[src/rtl/dac_load_defines.svh]
// Constants for the serial DAC load interface
`ifndef DAC_LOAD_DEFINES_SVH
`define DAC_LOAD_DEFINES_SVH

`define DAC_WORD_BITS       16
`define DAC_ZERO_CODE       16'h0000
`define DAC_MID_CODE        16'h8000
`define DAC_CORE_CLK_MHZ    200
`define DAC_POWERUP_US      30
`define DAC_POWERUP_CYCLES  (`DAC_POWERUP_US * `DAC_CORE_CLK_MHZ)

`endif

[src/rtl/dac_load_pkg.sv]
// Types for the serial DAC load interface
package dac_load_pkg;

    typedef enum logic [1:0] {
        FRAME_IDLE  = 2'b00,
        FRAME_SHIFT = 2'b01
    } frame_state_e;

    typedef enum logic {
        VARIANT_UNIPOLAR = 1'b0,
        VARIANT_BIPOLAR  = 1'b1
    } variant_e;

endpackage

[src/rtl/pin_sync.sv]
// Two-stage synchroniser for a bundle of pins
`timescale 1ns/1ps
module pin_sync #(
    parameter int          WIDTH    = 1,
    parameter logic [31:0] INIT_VAL = 32'h0000_0000
) (
    input  wire logic             core_clk,
    input  wire logic             sys_rst,
    input  wire logic [WIDTH-1:0] pin_in,
    output logic      [WIDTH-1:0] pin_out
);

    logic [WIDTH-1:0] stage_one;

    if (WIDTH < 1 || WIDTH > 32) begin : g_bad_width
        $error("pin_sync width out of range");
    end

    always_ff @(posedge core_clk) begin
        if (sys_rst) begin
            stage_one <= INIT_VAL[WIDTH-1:0];
            pin_out   <= INIT_VAL[WIDTH-1:0];
        end else begin
            stage_one <= pin_in;
            pin_out   <= stage_one;
        end
    end

endmodule

[src/rtl/serial_dac_input_latch.sv]
// Serial load interface and DAC latch of a voltage-output DAC
// Functional notes
// - While load select is low, rising serial clock edges shift data into shift register.
// - Select rising edge ignores clocks, copies 16-bit shift register into latch.
// - Data bit is captured on the serial clock rising edge.
// - Unipolar variant: clear low forces latch to code zero.
// - Bipolar variant: clear low forces latch to midscale code.
// - Frames are MSB first; first bit shifted ends as latch top bit.
// - More than 16 edges per frame: only last 16 bits reach latch.
`timescale 1ns/1ps
`include "dac_load_defines.svh"
module serial_dac_input_latch #(
    parameter int                 WORD_BITS      = `DAC_WORD_BITS,
    parameter dac_load_pkg::variant_e VARIANT    = dac_load_pkg::VARIANT_UNIPOLAR,
    parameter int                 POWERUP_CYCLES = `DAC_POWERUP_CYCLES
) (
    input  wire logic                 core_clk,
    input  wire logic                 sys_rst,
    input  wire logic                 load_sel_n,
    input  wire logic                 ser_clk,
    input  wire logic                 ser_data,
    input  wire logic                 async_clear_n,
    output logic      [WORD_BITS-1:0] dac_code,
    output logic                      dac_update,
    output logic                      frame_active,
    output logic                      frame_short,
    output logic                      powerup_done
);

    // ------------------------------------------------------------
    // Elaboration checks and constants
    // ------------------------------------------------------------
    if (WORD_BITS != `DAC_WORD_BITS) begin : g_bad_width
        $error("serial_dac_input_latch supports only a 16-bit word");
    end
    if (POWERUP_CYCLES < 1) begin : g_bad_powerup
        $error("POWERUP_CYCLES must be at least one");
    end

    localparam logic [15:0] CLEAR_CODE = (VARIANT == dac_load_pkg::VARIANT_BIPOLAR) ?
                                         `DAC_MID_CODE : `DAC_ZERO_CODE;
    localparam logic [31:0] PU_LAST    = 32'(POWERUP_CYCLES - 1);

    function automatic logic rise(input logic prev, input logic now);
        return !prev && now;
    endfunction

    // ------------------------------------------------------------
    // Pin synchronisers
    // ------------------------------------------------------------
    logic [3:0] pins_sync;
    logic       sel_n_s;
    logic       sclk_s;
    logic       sdata_s;
    logic       clr_n_s;

    pin_sync #(
        .WIDTH    (4),
        .INIT_VAL (32'h0000_0009)
    ) u_pin_sync (
        .core_clk (core_clk),
        .sys_rst  (sys_rst),
        .pin_in   ({async_clear_n, ser_data, ser_clk, load_sel_n}),
        .pin_out  (pins_sync)
    );

    assign sel_n_s = pins_sync[0];
    assign sclk_s  = pins_sync[1];
    assign sdata_s = pins_sync[2];
    assign clr_n_s = pins_sync[3];

    // ------------------------------------------------------------
    // Edge detection
    // ------------------------------------------------------------
    logic sel_n_d;
    logic sclk_d;

    always_ff @(posedge core_clk) begin
        if (sys_rst) begin
            sel_n_d <= 1'b1;
            sclk_d  <= 1'b0;
        end else begin
            sel_n_d <= sel_n_s;
            sclk_d  <= sclk_s;
        end
    end

    logic sclk_rise;
    logic sel_rise;
    logic sel_fall;

    assign sclk_rise = rise(sclk_d, sclk_s);
    assign sel_rise  = rise(sel_n_d, sel_n_s);
    assign sel_fall  = rise(sel_n_s, sel_n_d);

    // ------------------------------------------------------------
    // Frame state
    // ------------------------------------------------------------
    dac_load_pkg::frame_state_e state;
    dac_load_pkg::frame_state_e next_state;

    always_comb begin
        next_state = state;
        unique case (state)
            dac_load_pkg::FRAME_IDLE: begin
                if (sel_fall) begin
                    next_state = dac_load_pkg::FRAME_SHIFT;
                end
            end
            dac_load_pkg::FRAME_SHIFT: begin
                if (sel_rise) begin
                    next_state = dac_load_pkg::FRAME_IDLE;
                end
            end
            default: next_state = dac_load_pkg::FRAME_IDLE;
        endcase
    end

    always_ff @(posedge core_clk) begin
        if (sys_rst) begin
            state <= dac_load_pkg::FRAME_IDLE;
        end else begin
            state <= next_state;
        end
    end

    logic shifting;
    assign shifting = (state == dac_load_pkg::FRAME_SHIFT) && !sel_n_s;

    always_ff @(posedge core_clk) begin
        if (sys_rst) begin
            frame_active <= 1'b0;
        end else begin
            frame_active <= (next_state == dac_load_pkg::FRAME_SHIFT);
        end
    end

    // ------------------------------------------------------------
    // Shift register and edge count
    // ------------------------------------------------------------
    logic [15:0] shift_reg;
    logic [4:0]  edge_count;

    always_ff @(posedge core_clk) begin
        if (sys_rst) begin
            shift_reg <= 16'h0000;
        end else if (shifting && sclk_rise) begin
            shift_reg <= {shift_reg[14:0], sdata_s};
        end
    end

    always_ff @(posedge core_clk) begin
        if (sys_rst) begin
            edge_count <= 5'h00;
        end else if (sel_fall) begin
            edge_count <= 5'h00;
        end else if (shifting && sclk_rise && edge_count != 5'h10) begin
            edge_count <= edge_count + 5'h01;
        end
    end

    // ------------------------------------------------------------
    // DAC latch, clear has priority over a load
    // ------------------------------------------------------------
    logic load_now;
    assign load_now = (state == dac_load_pkg::FRAME_SHIFT) && sel_rise;

    always_ff @(posedge core_clk) begin
        if (sys_rst) begin
            dac_code <= CLEAR_CODE;
        end else if (!clr_n_s) begin
            dac_code <= CLEAR_CODE;
        end else if (load_now) begin
            dac_code <= shift_reg;
        end
    end

    always_ff @(posedge core_clk) begin
        if (sys_rst) begin
            dac_update  <= 1'b0;
            frame_short <= 1'b0;
        end else begin
            dac_update  <= (load_now && clr_n_s) || (!clr_n_s && dac_code != CLEAR_CODE);
            if (load_now) begin
                frame_short <= (edge_count < 5'h10);
            end
        end
    end

    // ------------------------------------------------------------
    // Power-up delay indicator
    // ------------------------------------------------------------
    logic [31:0] pu_count;

    always_ff @(posedge core_clk) begin
        if (sys_rst) begin
            pu_count     <= 32'h0000_0000;
            powerup_done <= 1'b0;
        end else if (pu_count != PU_LAST) begin
            pu_count <= pu_count + 32'h0000_0001;
        end else begin
            powerup_done <= 1'b1;
        end
    end

    // ------------------------------------------------------------
    // Assertions
    // ------------------------------------------------------------
    clear_forces_code_a: assert property (
        @(posedge core_clk) disable iff (sys_rst)
        !clr_n_s |=> dac_code == CLEAR_CODE)
        else $error("clear did not force the clear code");

    load_copies_shift_a: assert property (
        @(posedge core_clk) disable iff (sys_rst)
        (load_now && clr_n_s) |=> dac_code == $past(shift_reg) && dac_update)
        else $error("select rise did not load the latch");

    latch_holds_a: assert property (
        @(posedge core_clk) disable iff (sys_rst)
        (!load_now && clr_n_s) |=> $stable(dac_code))
        else $error("latch changed without load or clear");

    shift_on_edge_a: assert property (
        @(posedge core_clk) disable iff (sys_rst)
        (shifting && sclk_rise) |=> shift_reg[0] == $past(sdata_s) && shift_reg[15:1] == $past(shift_reg[14:0]))
        else $error("shift register did not take the data bit");

    idle_ignores_clk_a: assert property (
        @(posedge core_clk) disable iff (sys_rst)
        (!shifting) |=> $stable(shift_reg))
        else $error("shift register moved outside a frame");

    short_frame_flag_a: assert property (
        @(posedge core_clk) disable iff (sys_rst)
        load_now |=> frame_short == ($past(edge_count) < 5'h10))
        else $error("short frame flag wrong");

    powerup_timing_a: assert property (
        @(posedge core_clk) disable iff (sys_rst)
        (pu_count != PU_LAST) |-> !powerup_done)
        else $error("power-up indicator early");

    frame_tracks_sel_a: assert property (
        @(posedge core_clk) disable iff (sys_rst)
        sel_fall |=> frame_active ##0 state == dac_load_pkg::FRAME_SHIFT)
        else $error("frame did not open on select fall");

endmodule
[config.mk]
export PLATFORM = sky130hd
export DESIGN_NAME = serial_dac_input_latch
export DESIGN_NICKNAME = d
export VERILOG_FILES = /design/src/rtl/dac_load_pkg.sv /design/src/rtl/pin_sync.sv /design/src/rtl/serial_dac_input_latch.sv
export VERILOG_INCLUDE_DIRS = /design/src /design/src/rtl
export SDC_FILE = /design/constraint.sdc
export NUM_CORES = 1
export LEC_CHECK = 0
export ABC_AREA = 1
export ABC_CLOCK_PERIOD_IN_PS = 3760
export BUFFER_PORTS_ARGS = -buffer_cell sky130_fd_sc_hd__clkbuf_2
export CAP_MARGIN = 20
export CORE_MARGIN = 5
export CORE_UTILIZATION = 40
export DETAILED_ROUTE_END_ITERATION = 8
export PLACE_DENSITY_LB_ADDON = 0.3
export REMOVE_ABC_BUFFERS = 1
export SETUP_SLACK_MARGIN = 0.4
export SLEW_MARGIN = 20
export SYNTH_ARGS = -nofsm -noshare
export SYNTH_HDL_FRONTEND = slang
export SYNTH_SLANG_ARGS = --single-unit
[constraint.sdc]
create_clock -name core_clk -period 3.76 [get_ports core_clk]
set_clock_uncertainty 0.15 [all_clocks]
set_input_delay 0.376 -clock core_clk [delete_from_list [all_inputs] [get_ports core_clk]]
set_output_delay 0.376 -clock core_clk [all_outputs]
set_load 0.01 [all_outputs]
After elaboration in Yosys (flattened, before gate mapping)
Cells that the tools add are included.

Input port bits: 6. Bits in registers: 85. Output and inout bits: 20. Word-level logic and storage cells: 42.

Reductions and logical operators: 18. $lt $le $gt $ge: 1. $add $sub $neg: 2. Bitwise gates (word level): 1. Multiplexer cells: 3. Equal/unequal tests: 4.

Operators with widths (count): $add 32x1->32 const B (1); $ne 32x13->1 const B (1); $reduce_bool 16->1 (1); $logic_and 1x1->1 (9); $add 5x1->5 const B (1); $lt 5x5->1 const B (1); $ne 5x5->1 const B (1); $eq 2x1->1 const B (2); $logic_not 1->1 (4); $mux 2 (2); $pmux 2 s2 (1); $reduce_or 2->1 (2); $logic_not 2->1 (1); $logic_or 1x1->1 (1); $not 1->1 (1).

Longest topological paths before layout
Gate-level depths: netlist of the first run.

Depth in word-level cells: 5. Mapped depth: 9. Mapped depth without buffers: 9.

Hierarchy
Synthesis of the first run repeated with hierarchy kept, for this count alone.

Cells, all modules: 580. Area total of the unflattened synthesis: 3902.5 µm².

Modules (own cells, without submodules): serial_dac_input_latch (sequential area each 1541.5 µm², cells an instance 555, area an instance 3678.5 µm², times used 1); pin_sync (sequential area each 160.2 µm², cells an instance 25, area an instance 224.0 µm², times used 1).

Worst setup path after synthesis of the first run
Ideal clock, no wire load.

Path kind: reg-to-reg. Start: reg pu_count[1]. End: reg pu_count[26]. Period minus slack after synthesis: 1.455 ns. Path slack: 2.305 ns. Path buffers: 0. Data required time: 3.495 ns. Arrival time: 1.190 ns. Cell stages (with the launch flop): 9. Setup time: 0.115 ns. Path through: dfxtp_1 ha_1 nand3_2 nor2_4 nand3_2 inv_2 nand3_1 nand2_1 nor2_1.

Cells in the longest elaborated chain, start to end: 1. Elaborated cells on any way between the ends: 2. Those cells by class: add/sub: 1; eq/ne: 1.

RTL lines: start, declared (RTL line serial_dac_input_latch.sv:193) `logic [31:0] pu_count;`; start signal, assigned (RTL line serial_dac_input_latch.sv:200) `pu_count <= pu_count + 32'h0000_0001;`; $add 32x1->32 / $ne 32x13->1 (equally long branches) (RTL line serial_dac_input_latch.sv:200, serial_dac_input_latch.sv:199).

Parallel ways exist; a longest one is shown, timed or not. A chain may end at the register's enable or synchronous reset.

Worst setup path after layout of the first run
Start: reg state[0]. End: reg edge_count[2].

Cells in the longest elaborated chain, start to end: 4.

RTL lines: start, declared (RTL line serial_dac_input_latch.sv:99) `dac_load_pkg::frame_state_e state;`; start signal, assigned (RTL line serial_dac_input_latch.sv:121) `state <= dac_load_pkg::FRAME_IDLE;`; start signal, assigned (RTL line serial_dac_input_latch.sv:123) `state <= next_state;`; $eq 2x1->1 (RTL line serial_dac_input_latch.sv:128) `assign shifting = (state == dac_load_pkg::FRAME_SHIFT) && !sel_n_s;`; $logic_and 1x1->1 (RTL line serial_dac_input_latch.sv:128); $logic_and 1x1->1 (2 in a row) (RTL line serial_dac_input_latch.sv:157) `end else if (shifting && sclk_rise && edge_count != 5'h10) begin`; end signal, assigned (RTL line serial_dac_input_latch.sv:158) `edge_count <= edge_count + 5'h01;`; end, declared (RTL line serial_dac_input_latch.sv:142) `logic [4:0] edge_count;`.

No other way between the ends.

==> results.json, run 1 <==
{
  "end_kind": "flop",
  "overflow": 0,
  "io_buffer_count": 25,
  "hold_violations": 0,
  "yosysSeqAreaShare_pct": 43.6,
  "crit_path_max_fanout": 20,
  "ios": 26,
  "tns_ps": 0,
  "rsz0062_at_grt": "no",
  "required_ps": 3900,
  "cp-start-kind": "flop",
  "cts_hold_buffers": 0,
  "hold_start": "load_sel_n",
  "slew_headroom_pct": 57.0,
  "power_density_nw_per_um2": 376,
  "worst_slack_ps": 1480,
  "path_class": "flop to flop",
  "hold_class": "primary input to flop",
  "reg2reg_from": "state[0]$_SDFF_PP0_",
  "row_count": 36,
  "numCtsBuffers": 9,
  "start_util_pct": 40.5,
  "clock-sinks": 85,
  "grt_max_degree": 40,
  "synthAdderAreaFrac_pct": 0.962,
  "min_path_cells": 2,
  "diodes": 0,
  "synth_area_leaders": "dfxtp_1 (44%), nor2_1 (12%), nand2_1 (9.8%)",
  "die-area_um2": 11800,
  "muxShareOfSynthArea_pct": 0,
  "synthDominantCellAreaShare_pct": 43.6,
  "yosysWarnings": 0,
  "via_count": 3521,
  "r2r_end": "edge_count[2]$_SDFFE_PP0P_",
  "synth_top_area_cell": "dfxtp_1",
  "fp.dieW_um": 109,
  "synth.cell_area_um2": 3900,
  "fillers": 1006,
  "h-tree-depth": 3,
  "slew_violations": 0,
  "avgSynthCellArea_um2": 6.84,
  "final_util_pct": 44.9,
  "cts_setup_buffers": 0,
  "place_area_um2": 4130,
  "cts_max_path_buffers": 2,
  "cts.repair.resized": 0,
  "reg2reg_slack_ps": 1480,
  "dp_hpwl_mm": 6.17,
  "timing.fmax_ghz": 0.439,
  "finalNetCount": 601,
  "antenna_found_initial": 0,
  "largest_register_ffs": 32,
  "routedWlPerCell_um": 11.5,
  "min_to": "u_pin_sync.stage_one[0]$_SDFF_PP1_",
  "clk_pin_slew_ps": 90,
  "drc": 0,
  "area_delta_synth_final_pct": 11.0,
  "wl_mm": 8.41,
  "drive_gt1_share_pct": 11.9,
  "grt_first_pass_wirelength_mm": 14.7,
  "root_buffer": "clkbuf_8",
  "drt_iter0_markers": 144,
  "vias_per_cell": 4.82,
  "drtAntennaViolNets": 0,
  "finalWeightedCongestion": 0.873,
  "leakage_nw": 1.64,
  "grt_pass1_vias": 3317,
  "synth-simple-area-share_pct": 33.8,
  "ir_drop_mv": 0.166,
  "drt-pass1-iter-count": 4,
  "synth-xor-area-share_pct": 1.57,
  "yosysUniqueCellTypes": 25,
  "fin_crit_sh_pct": 60.6,
  "core-area_um2": 9640,
  "rr_worst_depth": 7,
  "synth_compound_area_share_pct": 12.2,
  "period_minus_slack_ps": 2280,
  "ys_ff_latch": 85,
  "arrival_ps": 2410,
  "design_area_um2": 4330,
  "cts_tree": "yes",
  "worstMarginPinSlew_ps": 644,
  "synth_top_family_by_area": "simple AND/OR/NAND/NOR gates",
  "place_ws_ps": 1480,
  "die_h_um": 109,
  "syn_inst": 570,
  "setup_viol": 0,
  "maxCapViolCount": 0,
  "clock_latency_ps": 360,
  "grt_usage_pct": 15.6,
  "outcome": "finished clean"
}
-- cell type report --
type	instances	area [um2]	share of cell area, %
clock inverter	7	80.1	1.85
timing repair buffer	25	125	2.89
multi-input combinational	408	1900	43.8
sequential	85	1700	39.3
inverter	63	236	5.46
clock buffer	9	124	2.86
tap	133	166	3.84
-- placed cells by master, fill, tap and decap left out, types with 6 or more instances in the layout --
cell        n
a21oi_1    53
nor2_2      6
dfxtp_1    85
nor2_4      7
clkbuf_2   25
clkbuf_8    9
nand3_1    38
nand2_1   102
nand2_2     8
inv_1      59
o21ai_0    42
nor2_1    123
-- synth_stat cells --
cell,n
nor2_1,123
nand2_1,102
dfxtp_1,85
inv_1,59
a21oi_1,53
o21ai_0,42
nand3_1,38
buf_2,10
nand2_2,8
nor2_4,7
nor2_2,6
clkbuf_1,4
or2_2,4
xor2_1,4
ha_1,3
inv_2,3
nand4_1,3
nor3_1,3
nor4_1,3
xnor2_1,3
nand3_2,2
nand3b_1,2
and3_1,1
clkinv_1,1
conb_1,1
-- worst max-delay path: stages (launching register included) --
cell	delay, ps
dfxtp_1	330
inv_1	50
nor2_1	40
nand3_1	450
clkinv_1	640
nand2_1	340
nand2_1	80
a21oi_1	130
-- per-stage QoR --
stage / cells / power [mW] / hold WS [ps]
floorplan: 556 / 0.963 / 238
global route: 730 / 1.70 / 44.3
detailed placement: 714 / 0.979 / 243
CTS: 730 / 1.65 / 31.8
finish: 730 / 1.63 / 47.9
global placement: 714 / 0.978 / 240
-- power by group --
| part | leakage, nW | internal [mW] | switching [mW] | total, mW |
|---|---|---|---|---|
| sequential | 0.688 | 0.908 | 0.00540 | 0.914 |
| combinational | 0.854 | 0.0150 | 0.0288 | 0.0438 |
| clock | 0.102 | 0.316 | 0.353 | 0.670 |
-- layer usage --
| metal | share of wire (%) | track usage, % | up-vias |
|---|---|---|---|
| met4 | 1.6 | 6.67 | 0 |
| met5 | 0 | 0 | - |
| met2 | 47 | 25.5 | 57 |
| li1 | - | - | 1855 |
| met1 | 48 | 20.4 | 1599 |
| met3 | 3.6 | 2.49 | 10 |
-- cell families (layout without fill, tap and decap cells) --
| logic type | Yosys count | in the layout |
|---|---|---|
| other | 1 | 1 |
| xor gates and xnor gates | 7 | 7 |
| and+or+nand+nor | 302 | 302 |
| AOI/OAI and AO/OA | 95 | 95 |
| adders and majority gates | 3 | 3 |
| DFF | 85 | 85 |
| buffers and inverters | 77 | 104 |
-- worst max path at each step --
stage / cells past startpoint / to / startpoint / slack, ps
after global routing: 7 / edge_count[2]$_SDFFE_PP0P_ / state[0]$_SDFF_PP0_ / 1170
after detailed placement: 6 / edge_count[2]$_SDFFE_PP0P_ / state[1]$_SDFF_PP0_ / 1480
after floorplan: 6 / edge_count[3]$_SDFFE_PP0P_ / state[1]$_SDFF_PP0_ / 2020
after global placement: 6 / dac_code[8]$_SDFFE_PP0P_ / sys_rst / 1540
after CTS: 7 / edge_count[2]$_SDFFE_PP0P_ / state[0]$_SDFF_PP0_ / 1450
final: 7 / edge_count[2]$_SDFFE_PP0P_ / state[0]$_SDFF_PP0_ / 1480
No activity file was read; power rests on OpenSTA's default activity.
==> run 2: changes to the inputs <==
Settings changed: ABC_CLOCK_PERIOD_IN_PS 3760 to 2000.
Clock period 3.76 ns to 2 ns, I/O delays scaled along.
==> results.json, run 2 (synthesis gave the netlist of run 1 again) <==
{
  "outcome": "finished clean",
  "row_count": 36,
  "start_util_pct": 40.5,
  "cp_slowest_stage_delay_ps": 450,
  "cp-start-kind": "flop",
  "overflow": 0,
  "final_common_cell": "nor2_1",
  "hold_violations": 0,
  "finalNetCount": 613,
  "drtAntennaViolNets": 0,
  "clock-sinks": 85,
  "h-tree-depth": 3,
  "required_ps": 2100,
  "instances_no_fill": 742,
  "ir_drop_mv": 0.408,
  "routedWlPerCell_um": 11.8,
  "reg2reg_from": "pu_count[2]$_SDFFE_PP0P_",
  "rr_worst_depth": 5,
  "min_to": "pu_count[19]$_SDFFE_PP0P_",
  "maxCapViolCount": 0,
  "fp.dieW_um": 109,
  "area_delta_synth_final_pct": 14.8,
  "numCtsBuffers": 9,
  "wl_mm": 8.75,
  "period_minus_slack_ps": 1500,
  "path_class": "flop to flop",
  "dp.cells": 718,
  "slew_violations": 0,
  "via_count": 3596,
  "crit_top_cell": "nand3_1",
  "die_h_um": 109,
  "cts_max_path_buffers": 2,
  "end_kind": "flop",
  "final_cell_mix": "nor2_1 (117), nand2_1 (99), dfxtp_1 (76)",
  "ios": 26,
  "grt_max_degree": 27,
  "dp_hpwl_mm": 6.32,
  "antenna_found_initial": 0,
  "die-area_um2": 11800,
  "root_buffer": "clkbuf_8",
  "vias_per_cell": 4.85,
  "reg2reg_slack_ps": 500,
  "drc": 0,
  "finalWeightedCongestion": 0.894,
  "grt_pass1_vias": 3398,
  "hold_class": "primary input to flop",
  "r2r_end": "pu_count[11]$_SDFFE_PP0P_",
  "rsz0062_at_grt": "yes",
  "io_buffer_count": 25,
  "drt_iter0_markers": 180,
  "cts_tree": "yes",
  "clk_pin_slew_ps": 90,
  "timing.fmax_ghz": 0.668,
  "arrival_ps": 1600,
  "fin_crit_sh_pct": 74.8,
  "leakage_nw": 1.67,
  "grt_usage_pct": 15.8,
  "diodes": 0,
  "crit_path_max_fanout": 6,
  "drt-pass1-iter-count": 4,
  "critPathSlowestCell": "dfxtp_1",
  "fin_hold_ws_ps": 96.7,
  "hold_start": "sys_rst",
  "clock_latency_ps": 360,
  "power_density_nw_per_um2": 669,
  "setup_viol": 0,
  "core-area_um2": 9640,
  "min_path_cells": 4,
  "tns_ps": 0,
  "cp_cell_sequence": "nand3_1 > nor2_2 > nand3_1 > o21ai_0 > a21oi_1",
  "drive_gt1_share_pct": 16.6,
  "largest_register_ffs": 32,
  "grt_first_pass_wirelength_mm": 15.0
}
==> run 2: cell count changes in the layout (fill, tap and decap cells not counted), sizes merged <==
cell,before,now
buf,0,5
bufinv,1,0
clkinv,3,2
clkinvlp,1,5
dlygate4sd3,0,4
nor2,136,137
==> run 2: per-layer routing <==
| metal | up-vias | track usage, % | wire, um |
|---|---|---|---|
| li1 | 1883 | - | - |
| met1 | 1645 | 20.5 | 4330 |
| met2 | 53 | 26.3 | 4030 |
| met3 | 15 | 2.49 | 257 |
| met4 | 0 | 6.13 | 129 |
| met5 | - | 0 | 0 |
==> run 2: worst max-delay path: cells and delay by family (launching register included) <==
family             cells  cell delay (ps)
DFF                    1              450
and+or+nand+nor        3              560
AOI/OAI and AO/OA      2              250
==> run 2: timing repair <==
action                                  CTS  global route
hold endpoints to repair                  4             0
setup buffers                             1             0
gates cloned                              0             3
hold buffers                              4             0
pin swaps                                 1             2
gates resized for setup                   5            22
endpoints found under the setup margin   15            36
==> run 2: final cells by class <==
type	instances	area, um2
multi-input combinational	409	1950
timing repair inverter	2	12.5
timing repair buffer	34	203
tap	133	166
clock buffer	9	124
fill	1012	5160
sequential	85	1710
clock inverter	7	63.8
inverter	63	246
==> run 2: worst max path at each step <==
stage,startpoint,endpoint,slack (ps),depth (start not counted)
after floorplan,state[1]$_SDFF_PP0_,edge_count[3]$_SDFFE_PP0P_,260,6
after global placement,pu_count[1]$_SDFFE_PP0P_,pu_count[24]$_SDFFE_PP0P_,410,8
after detailed placement,state[1]$_SDFF_PP0_,edge_count[0]$_SDFFE_PP0P_,350,6
after CTS,pu_count[1]$_SDFFE_PP0P_,pu_count[16]$_SDFFE_PP0P_,410,8
after global routing,pu_count[2]$_SDFFE_PP0P_,pu_count[29]$_SDFFE_PP0P_,380,6
final,pu_count[2]$_SDFFE_PP0P_,pu_count[11]$_SDFFE_PP0P_,500,5
==> run 2: where the power goes <==
part           internal, mW  total [mW]  switching (mW)
registers              1.71        1.72          0.0120
clock network         0.482        1.18           0.698
logic                0.0375      0.0948          0.0573
==> run 2: per-stage QoR <==
| stage | util (%) | total power, mW | setup slack (ps) | cell area, um2 |
|---|---|---|---|---|
| 3_3_place_gp | 43.1 | 1.84 | 412 | 4160 |
| 5_1_grt | 46.5 | 3.14 | 376 | 4480 |
| 2_1_floorplan | - | 1.81 | 258 | 3840 |
| 4_1_cts | 45.7 | 3.04 | 406 | 4410 |
| 6_report | 46.5 | 3.00 | 503 | 4480 |
| 3_5_place_dp | 43.1 | 1.84 | 353 | 4160 |
